**config.mk**
```make
export PLATFORM = sky130hd
export DESIGN_NAME = dds_profile_and_control_regs
export DESIGN_NICKNAME = d
export VERILOG_FILES = /design/src/design/dds_regs_pkg.sv /design/src/design/dds_ctrl_if.sv /design/src/design/dds_profile_and_control_regs.sv /design/src/design/dds_sync_core.sv
export SDC_FILE = /design/constraint.sdc
export NUM_CORES = 1
export LEC_CHECK = 0
export BUFFER_PORTS_ARGS = -buffer_cell sky130_fd_sc_hd__buf_2
export CAP_MARGIN = 25
export CORE_UTILIZATION = 30
export DETAILED_ROUTE_END_ITERATION = 8
export SYNTH_ARGS = -nofsm -noshare
export SYNTH_HDL_FRONTEND = slang
export SYNTH_SLANG_ARGS = --single-unit
```
**constraint.sdc**
```tcl
create_clock -name i_clk -period 8.2 [get_ports i_clk]
set_clock_uncertainty 0.05 [all_clocks]
set_input_delay 1.64 -clock i_clk [delete_from_list [all_inputs] [get_ports i_clk]]
set_output_delay 1.64 -clock i_clk [all_outputs]
set_load 0.02 [all_outputs]
```
**src/design/dds_regs_pkg.sv**
```systemverilog
package dds_regs_pkg;
  // Serial register addresses
  localparam logic [4:0] ADDR_MAIN_CTRL = 5'h00;
  localparam logic [4:0] ADDR_PROFILE_SIX = 5'h0C;
  localparam logic [4:0] ADDR_PROFILE_SEVEN = 5'h0D;
  // Register lengths in serial bits
  localparam logic [6:0] CTRL_BITS = 7'h20;
  localparam logic [6:0] PROFILE_BITS = 7'h40;
  // Instruction byte layout
  localparam logic [2:0] INSTR_LAST = 3'h7;
  localparam int RW_BIT = 7;
  // Main control field positions
  localparam int UNLOCK_BIT = 24;
  localparam int RAMP_RELOAD_BIT = 23;
  localparam int AUTOCLR_FREQ_BIT = 22;
  localparam int AUTOCLR_PHASE_BIT = 21;
  localparam int SINE_BIT = 20;
  localparam int HOLD_FREQ_BIT = 19;
  localparam int HOLD_PHASE_BIT = 18;
  localparam int LSB_FIRST_BIT = 15;
  // Profile field layout
  localparam int PHASE_W = 14;
  localparam int FTW_W = 48;
  localparam int PHASE_LSB = 48;
  localparam int RAMP_W = 16;
  // Reset values
  localparam logic [8:0] CTRL_RESET = 9'h000;
  localparam logic [13:0] PHASE_RESET = 14'h0000;
  localparam logic [47:0] FTW_RESET = 48'h000000000000;
  // Sync clock is the system clock divided by four
  localparam int SYNC_DIV = 4;
  localparam logic [1:0] SYNC_LAST = 2'(SYNC_DIV - 1);
endpackage : dds_regs_pkg

```
**src/design/dds_ctrl_if.sv**
```systemverilog
`timescale 1ns/1ps
interface dds_ctrl_if;
  logic update_pulse;
  logic ramp_reload;
  logic autoclr_freq;
  logic autoclr_phase;
  logic hold_freq;
  logic hold_phase;
  modport ctrl (output update_pulse, ramp_reload, autoclr_freq, autoclr_phase, hold_freq, hold_phase);
  modport core (input update_pulse, ramp_reload, autoclr_freq, autoclr_phase, hold_freq, hold_phase);
endinterface : dds_ctrl_if

```
**src/design/dds_profile_and_control_regs.sv**
```systemverilog
`timescale 1ns/1ps
// Contract
// - Profile six and seven hold a 14-bit phase offset in top bytes; top bits reserved.
// - Profile six and seven hold a 48-bit tuning word in low six bytes.
// - In sync-input mode, loss of lock sets the read-only unlock flag, bit 24.
// - Unlock flag stays set after relock until main control is read back.
// - Ramp rate down-counter runs on sync clock, loaded at each sweep step.
// - Bit 23 clear reloads counter only at countdown end; set, update also reloads while sweep is enabled.
// - Bit 22 set makes each update clear the frequency accumulator one sync period.
// - After frequency auto-clear the sweep restarts from tuning word zero.
// - Bit 21 set makes each update clear the phase accumulator one sync period.
// - Bit 20 selects cosine when zero, sine when one.
// - Bit 19 set holds the frequency accumulator at zero.
// - Bit 18 set holds the phase accumulator at zero.
// - Bit 15 selects serial order: MSB first when zero, LSB first when one.
// - Writable control bits 23 to 15 reset to zero.
// - Sync clock timing accumulators and ramp counter is system clock divided by four.
// - In sync-input mode loss of lock is reported via the sticky flag only.
module dds_profile_and_control_regs (
  // Clock, reset, enable
  input wire logic i_clk,
  input wire logic i_rst,
  input wire logic i_ce,
  // Serial port
  input wire logic i_cs_n,
  input wire logic i_sclk,
  input wire logic i_sdio,
  output logic o_sdio,
  output logic o_sdio_oe,
  // Sync and lock status
  input wire logic i_sync_in_mode,
  input wire logic i_lock_lost,
  input wire logic i_io_update,
  // Sweep settings
  input wire logic i_sweep_en,
  input wire logic [15:0] i_ramp_rate,
  input wire logic [47:0] i_sweep_delta,
  input wire logic [47:0] i_tuning_word_zero,
  // Control and profile outputs
  output logic o_sine_sel,
  output logic o_lsb_first,
  output logic [13:0] o_phase_offset_six,
  output logic [47:0] o_tuning_word_six,
  output logic [13:0] o_phase_offset_seven,
  output logic [47:0] o_tuning_word_seven,
  // Accumulators
  output logic [47:0] o_freq_word,
  output logic [47:0] o_phase_acc
);
  typedef enum logic [1:0] {S_IDLE, S_INSTR, S_DATA, S_DONE} spi_state_t;

  spi_state_t state_r;
  logic sclk_q;
  logic rise;
  logic fall;
  logic upd_q;
  logic upd_pulse_r;
  logic [2:0] icnt_r;
  logic [7:0] instr_r;
  logic [7:0] ins_full;
  logic rd_r;
  logic [4:0] addr_r;
  logic [6:0] nbits_r;
  logic [6:0] bcnt_r;
  logic last;
  logic [63:0] sh_r;
  logic [63:0] sh_nxt;
  logic [63:0] wr_word;
  logic [63:0] rd_word;
  logic [63:0] rdw_r;
  logic wr_commit;
  logic rd_clear;
  logic unlock_r;
  logic lsb;
  logic [dds_regs_pkg::RAMP_RELOAD_BIT:dds_regs_pkg::LSB_FIRST_BIT] ctrl_r;

  dds_ctrl_if ctl ();

  function automatic logic [6:0] reg_bits(input logic [4:0] a);
    case (a)
      dds_regs_pkg::ADDR_MAIN_CTRL: reg_bits = dds_regs_pkg::CTRL_BITS;
      dds_regs_pkg::ADDR_PROFILE_SIX: reg_bits = dds_regs_pkg::PROFILE_BITS;
      dds_regs_pkg::ADDR_PROFILE_SEVEN: reg_bits = dds_regs_pkg::PROFILE_BITS;
      default: reg_bits = 7'h00;
    endcase
  endfunction : reg_bits

  // Bit k of an n-bit word in the current serial order
  function automatic logic pick(input logic [63:0] w, input logic [6:0] n, input logic [6:0] k, input logic l);
    logic [6:0] j;
    j = l ? k : (n - 7'h01 - k);
    pick = w[j[5:0]];
  endfunction : pick

  assign lsb = ctrl_r[dds_regs_pkg::LSB_FIRST_BIT];
  assign rise = i_sclk & ~sclk_q;
  assign fall = ~i_sclk & sclk_q;
  assign ins_full = lsb ? {i_sdio, instr_r[7:1]} : {instr_r[6:0], i_sdio};
  assign sh_nxt = lsb ? {i_sdio, sh_r[63:1]} : {sh_r[62:0], i_sdio};
  assign wr_word = lsb ? (sh_nxt >> (7'h40 - nbits_r)) : sh_nxt;
  assign last = (bcnt_r == nbits_r - 7'h01);
  // Only a complete word commits; a short frame is dropped
  assign wr_commit = rise && state_r == S_DATA && !rd_r && last;
  assign rd_clear = rise && state_r == S_DATA && rd_r && last && addr_r == dds_regs_pkg::ADDR_MAIN_CTRL;

  always_comb
  begin
    case (ins_full[4:0])
      dds_regs_pkg::ADDR_MAIN_CTRL: rd_word = {32'h00000000, 7'h00, unlock_r,
        ctrl_r[dds_regs_pkg::RAMP_RELOAD_BIT:dds_regs_pkg::HOLD_PHASE_BIT], 2'h0,
        ctrl_r[dds_regs_pkg::LSB_FIRST_BIT], 15'h0000};
      dds_regs_pkg::ADDR_PROFILE_SIX: rd_word = {2'h0, o_phase_offset_six, o_tuning_word_six};
      dds_regs_pkg::ADDR_PROFILE_SEVEN: rd_word = {2'h0, o_phase_offset_seven, o_tuning_word_seven};
      default: rd_word = 64'h0000000000000000;
    endcase
  end

  always_ff @(posedge i_clk)
  begin
    if (i_rst)
    begin
      sclk_q <= 1'b0;
      upd_q <= 1'b0;
      upd_pulse_r <= 1'b0;
    end
    else if (i_ce)
    begin
      sclk_q <= i_sclk;
      upd_q <= i_io_update;
      upd_pulse_r <= i_io_update & ~upd_q;
    end
  end

  // Serial frame sequencing; SCLK must stay low one cycle after CS falls
  always_ff @(posedge i_clk)
  begin
    if (i_rst)
    begin
      state_r <= S_IDLE;
      icnt_r <= 3'h0;
      instr_r <= 8'h00;
      rd_r <= 1'b0;
      addr_r <= 5'h00;
      nbits_r <= 7'h00;
      bcnt_r <= 7'h00;
      sh_r <= 64'h0000000000000000;
      rdw_r <= 64'h0000000000000000;
    end
    else if (i_ce)
    begin
      if (i_cs_n)
        state_r <= S_IDLE;
      else
      begin
        case (state_r)
          S_IDLE:
          begin
            state_r <= S_INSTR;
            icnt_r <= 3'h0;
          end
          S_INSTR:
          begin
            if (rise)
            begin
              instr_r <= ins_full;
              icnt_r <= icnt_r + 3'h1;
              if (icnt_r == dds_regs_pkg::INSTR_LAST)
              begin
                rd_r <= ins_full[dds_regs_pkg::RW_BIT];
                addr_r <= ins_full[4:0];
                nbits_r <= reg_bits(ins_full[4:0]);
                rdw_r <= rd_word;
                sh_r <= 64'h0000000000000000;
                bcnt_r <= 7'h00;
                // Unmapped address: rest of frame ignored
                state_r <= (reg_bits(ins_full[4:0]) == 7'h00) ? S_DONE : S_DATA;
              end
            end
          end
          S_DATA:
          begin
            if (rise)
            begin
              sh_r <= sh_nxt;
              bcnt_r <= bcnt_r + 7'h01;
              if (last)
                state_r <= S_DONE;
            end
          end
          S_DONE:
            state_r <= S_DONE;
          default:
            state_r <= S_IDLE;
        endcase
      end
    end
  end

  // Read data changes on SCLK falling edge, ahead of host sampling
  always_ff @(posedge i_clk)
  begin
    if (i_rst)
    begin
      o_sdio <= 1'b0;
      o_sdio_oe <= 1'b0;
    end
    else if (i_ce)
    begin
      if (i_cs_n || state_r != S_DATA || !rd_r)
        o_sdio_oe <= 1'b0;
      else if (fall)
      begin
        o_sdio_oe <= 1'b1;
        o_sdio <= pick(rdw_r, nbits_r, bcnt_r, lsb);
      end
    end
  end

  always_ff @(posedge i_clk)
  begin
    if (i_rst)
    begin
      ctrl_r <= dds_regs_pkg::CTRL_RESET;
      o_phase_offset_six <= dds_regs_pkg::PHASE_RESET;
      o_tuning_word_six <= dds_regs_pkg::FTW_RESET;
      o_phase_offset_seven <= dds_regs_pkg::PHASE_RESET;
      o_tuning_word_seven <= dds_regs_pkg::FTW_RESET;
    end
    else if (i_ce && wr_commit)
    begin
      case (addr_r)
        // Reserved bits 17:16 stored as zero whatever the host sends
        dds_regs_pkg::ADDR_MAIN_CTRL: ctrl_r <= {wr_word[dds_regs_pkg::RAMP_RELOAD_BIT:dds_regs_pkg::HOLD_PHASE_BIT],
          2'h0, wr_word[dds_regs_pkg::LSB_FIRST_BIT]};
        dds_regs_pkg::ADDR_PROFILE_SIX:
        begin
          o_phase_offset_six <= wr_word[dds_regs_pkg::PHASE_LSB +: dds_regs_pkg::PHASE_W];
          o_tuning_word_six <= wr_word[dds_regs_pkg::FTW_W-1:0];
        end
        dds_regs_pkg::ADDR_PROFILE_SEVEN:
        begin
          o_phase_offset_seven <= wr_word[dds_regs_pkg::PHASE_LSB +: dds_regs_pkg::PHASE_W];
          o_tuning_word_seven <= wr_word[dds_regs_pkg::FTW_W-1:0];
        end
        default: ctrl_r <= ctrl_r;
      endcase
    end
  end

  // Set wins over the readback clear
  always_ff @(posedge i_clk)
  begin
    if (i_rst)
      unlock_r <= 1'b0;
    else if (i_ce)
    begin
      if (i_lock_lost && i_sync_in_mode)
        unlock_r <= 1'b1;
      else if (rd_clear)
        unlock_r <= 1'b0;
    end
  end

  assign o_sine_sel = ctrl_r[dds_regs_pkg::SINE_BIT];
  assign o_lsb_first = ctrl_r[dds_regs_pkg::LSB_FIRST_BIT];
  assign ctl.update_pulse = upd_pulse_r;
  assign ctl.ramp_reload = ctrl_r[dds_regs_pkg::RAMP_RELOAD_BIT];
  assign ctl.autoclr_freq = ctrl_r[dds_regs_pkg::AUTOCLR_FREQ_BIT];
  assign ctl.autoclr_phase = ctrl_r[dds_regs_pkg::AUTOCLR_PHASE_BIT];
  assign ctl.hold_freq = ctrl_r[dds_regs_pkg::HOLD_FREQ_BIT];
  assign ctl.hold_phase = ctrl_r[dds_regs_pkg::HOLD_PHASE_BIT];

  dds_sync_core core (
    .i_clk(i_clk),
    .i_rst(i_rst),
    .i_ce(i_ce),
    .ctl(ctl.core),
    .i_sweep_en(i_sweep_en),
    .i_ramp_rate(i_ramp_rate),
    .i_sweep_delta(i_sweep_delta),
    .i_tuning_word_zero(i_tuning_word_zero),
    .o_freq_word(o_freq_word),
    .o_phase_acc(o_phase_acc)
  );
endmodule : dds_profile_and_control_regs

```
**src/design/dds_sync_core.sv**
```systemverilog
`timescale 1ns/1ps
module dds_sync_core (
  // Clock, reset, enable
  input wire logic i_clk,
  input wire logic i_rst,
  input wire logic i_ce,
  // Control from the register bank
  dds_ctrl_if.core ctl,
  // Sweep settings
  input wire logic i_sweep_en,
  input wire logic [15:0] i_ramp_rate,
  input wire logic [47:0] i_sweep_delta,
  input wire logic [47:0] i_tuning_word_zero,
  // Accumulator outputs
  output logic [47:0] o_freq_word,
  output logic [47:0] o_phase_acc
);
  logic [1:0] div_r;
  logic tick;
  logic pend_r;
  logic req;
  logic [15:0] ramp_cnt_r;
  logic step;
  logic [47:0] facc_r;
  logic [47:0] facc_nxt;

  assign tick = (div_r == dds_regs_pkg::SYNC_LAST);
  assign req = pend_r | ctl.update_pulse;
  assign step = i_sweep_en && (ramp_cnt_r == 16'h0000);

  always_ff @(posedge i_clk)
  begin
    if (i_rst)
      div_r <= 2'h0;
    else if (i_ce)
      div_r <= div_r + 2'h1;
  end

  // Update strobe acts on the next sync edge
  always_ff @(posedge i_clk)
  begin
    if (i_rst)
      pend_r <= 1'b0;
    else if (i_ce)
      pend_r <= tick ? 1'b0 : req;
  end

  always_ff @(posedge i_clk)
  begin
    if (i_rst)
      ramp_cnt_r <= 16'h0000;
    else if (i_ce && tick)
    begin
      if (ramp_cnt_r == 16'h0000 || (req && ctl.ramp_reload && i_sweep_en))
        ramp_cnt_r <= i_ramp_rate;
      else
        ramp_cnt_r <= ramp_cnt_r - 16'h0001;
    end
  end

  always_comb
  begin
    if (ctl.hold_freq)
      facc_nxt = 48'h000000000000;
    else if (req && ctl.autoclr_freq)
      facc_nxt = 48'h000000000000;
    else if (step)
      facc_nxt = facc_r + i_sweep_delta;
    else
      facc_nxt = facc_r;
  end

  always_ff @(posedge i_clk)
  begin
    if (i_rst)
    begin
      facc_r <= 48'h000000000000;
      o_freq_word <= 48'h000000000000;
    end
    else if (i_ce && tick)
    begin
      facc_r <= facc_nxt;
      o_freq_word <= i_tuning_word_zero + facc_nxt;
    end
  end

  always_ff @(posedge i_clk)
  begin
    if (i_rst)
      o_phase_acc <= 48'h000000000000;
    else if (i_ce && tick)
    begin
      if (ctl.hold_phase || (req && ctl.autoclr_phase))
        o_phase_acc <= 48'h000000000000;
      else
        o_phase_acc <= o_phase_acc + o_freq_word;
    end
  end
endmodule : dds_sync_core

```
==> results.sh <==
export IMPL_seq_area_um2=9090
export IMPL_route_detailed_drc=0
export IMPL_synth_most_common_cell="nand2_1"
export IMPL_synthDistinctLibCells=84
export IMPL_layout_min_cycle_time_ps=6820
export IMPL_cts_buffer_depth=3
export IMPL_yosysTopAreaCell="dfxtp_1"
export IMPL_start_kind="input pin"
export IMPL_yosysWarnings=0
export IMPL_power_mw=5.57
export IMPL_yosys_most_used_dff="dfxtp_1"
export IMPL_grt_max_degree=195
export IMPL_vias=25900
export IMPL_grt_overflow=0
export IMPL_drtIter0Drc=2249
export IMPL_multi_input_area_um2=16500
export IMPL_synth_top_area_frac=0.343
export IMPL_synth_async_reset_ratio=0
export IMPL_p_per_area_nw_per_um2=178
export IMPL_crit_fanout=7
export IMPL_routed_wl_mm=97.2
export IMPL_port_buffers=345
export IMPL_insertion_delay_ps=650
export IMPL_synth_avg_cell_area_um2=7.81
export IMPL_setup_violations=0
export IMPL_design_core_area_um2=87200
export IMPL_tightest_slew_ps=1060
export IMPL_dr_pass1_iters=6
export IMPL_start_util=0.304
export IMPL_post_route_period_util=0.832
export IMPL_cts_made_buffers=57
export IMPL_synthTopCellsByArea="dfxtp_1 34%, nand2_1 8.3%, a21oi_1 7.2%"
export IMPL_cts_hold_fix_buffers=0
export IMPL_die_w_um=299
export IMPL_io_pins=346
export IMPL_cts_tree="built"
export IMPL_r2r_start="core.facc_r[0]"
export IMPL_hp_start="core.ramp_cnt_r[13]"
export IMPL_hp_class="flip-flop to flip-flop"
export IMPL_wl_per_cell_um=20.2
export IMPL_setup_slack_ps=1380
export IMPL_rsz0062_at_grt="false"
export IMPL_tns_ps=0
export IMPL_cts_resized=0
export IMPL_status="finished clean"
export IMPL_relSlewSlack=0.291
export IMPL_cap_violations=0
export IMPL_synth_edff_count=0
export IMPL_worstSetupPathType="input pin to flip-flop"
export IMPL_cts_sinks=454
export IMPL_post_dp_cell_area_um2=29200
export IMPL_synth_common_cells="584 x nand2_1, 454 x dfxtp_1, 383 x a21oi_1"
export IMPL_nNetsFinal=3885
export IMPL_rows=108
export IMPL_irDropWorstVdd_v=0.000152
export IMPL_dp_hpwl_mm=71.4
export IMPL_hold_violations=0
export IMPL_grt_pass1_wl_mm=145
export IMPL_startpoint="i_sweep_delta[0]"
export IMPL_die_h_um=299
export IMPL_worstPathRequired_ps=8650
export IMPL_grt_pass1_vias=23200
export IMPL_nFillCells=9048
export IMPL_ys_seq_area_frac=0.343
export IMPL_htreeDepth=2
export IMPL_postCtsSetupRepairBufs=0
export IMPL_syn2layout_area_growth_pct=18.3
export IMPL_ant_nets=0
export IMPL_place_gp_congestion=0.914
export IMPL_finalMaxSlewViolations=0
export IMPL_layout_drive_gt1_share=0.151
export IMPL_syn_inst=3396
export IMPL_leakagePower_nw=12.9
export IMPL_antenna_found_initial=13
export IMPL_syn_area_um2=26500
export IMPL_fin_area_um2=31400
export IMPL_viasPerCell=5.37
export IMPL_cts_root_buffer="clkbuf_16"
export IMPL_dp_cells=4707
export IMPL_synth_nets=3667
export IMPL_die_area_um2=89600
export IMPL_place_ws_ps=765
export IMPL_track_usage=0.208
export IMPL_fin_cells=4818
export IMPL_synth_ff_latch_count=454
export IMPL_end_kind="flip-flop"
export IMPL_fmax_ghz=0.147
export IMPL_clk_pin_slew_ps=60
export IMPL_worstPathArrival_ps=7280
==> report_power, final <==
part	internal, mW	leakage [nW]	switching (mW)
Clock	1.60	0.975	1.10
Combinational	0.220	8.22	0.418
Sequential	2.21	3.66	0.0119
==> routing by layer <==
metal | vias to the layer above | track usage | wire [µm]
met5 | - | 0 | 41
met4 | 6 | 0.0933 | 4460
met3 | 176 | 0.0283 | 5470
met2 | 804 | 0.295 | 40000
met1 | 12300 | 0.308 | 47200
li1 | 12600 | - | -
==> registers in the layout (all words and copies together) (netlist names), 2 cells and up <==
signal,cells
sh_r,64
rdw_r,62
core.facc_r,48
core.o_freq_word,48
core.o_phase_acc,48
o_tuning_word_seven,48
o_tuning_word_six,48
core.ramp_cnt_r,16
o_phase_offset_seven,14
o_phase_offset_six,14
instr_r,8
bcnt_r,7
ctrl_r,7
addr_r,5
icnt_r,3
core.div_r,2
nbits_r,2
state_r,2
==> through the flow <==
stage | utilization | hold WS [ps]
3_3_place_gp | 0.335 | 388
4_1_cts | 0.359 | 407
5_1_grt | 0.360 | 426
6_report | 0.360 | 399
2_1_floorplan | - | 367
3_5_place_dp | 0.336 | 393
==> placed cells by master, fill, tap and decap left out, types with 75 or more instances in the layout <==
master,netlist,layout
buf_2,5,344
dfxtp_1,454,453
o21ai_0,172,171
a211oi_1,168,168
nand2_1,584,583
ha_1,146,146
a22oi_1,89,89
xnor2_1,76,75
nor2_1,349,345
a21oi_1,383,381
a21o_1,89,88
==> worst paths after layout <==
path	end	slack, ps	cells past startpoint
worst max register to register	core.o_freq_word[44]	2130	25
worst min-delay path	core.ramp_cnt_r[13]	400	2
worst max-delay path	core.o_freq_word[44]	1380	26
worst min register to register	core.ramp_cnt_r[13]	400	2
==> cell type report <==
class,count,area share
diodes,3,0.000239
clock inverters,30,0.0130
repair buffers,380,0.0663
multi-input cells,2682,0.528
clock buffers,75,0.0519
well taps,1155,0.0461
flip-flops and latches,454,0.290
inverters,39,0.00467
==> logic make-up after synthesis <==
kind of cell    after synthesis  synth area share
buf+inv                     260            0.0372
fa+ha+maj                   149            0.0712
flops                       454             0.343
mux                          77            0.0381
compound gates             1114             0.270
simple gates               1203             0.194
xor+xnor                    139            0.0467
==> worst max-delay path, stage by stage <==
cell,delay [ps]
buf_2,100
ha_1,230
fa_1,420
a21o_1,210
a31oi_1,260
or4b_1,190
nand2_1,100
a21o_1,190
a21oi_1,210
o21bai_1,90
a21o_1,200
a311oi_1,320
xor2_1,280
o31ai_1,160
ha_1,460
inv_1,80
o21bai_1,170
a21oi_1,110
a32oi_1,200
o21ai_1,160
o311a_1,460
o31a_1,420
o21a_1,230
a21oi_1,180
xnor2_1,130
o21ai_1,70
Note: power is estimated with default switching activity, not from simulation.
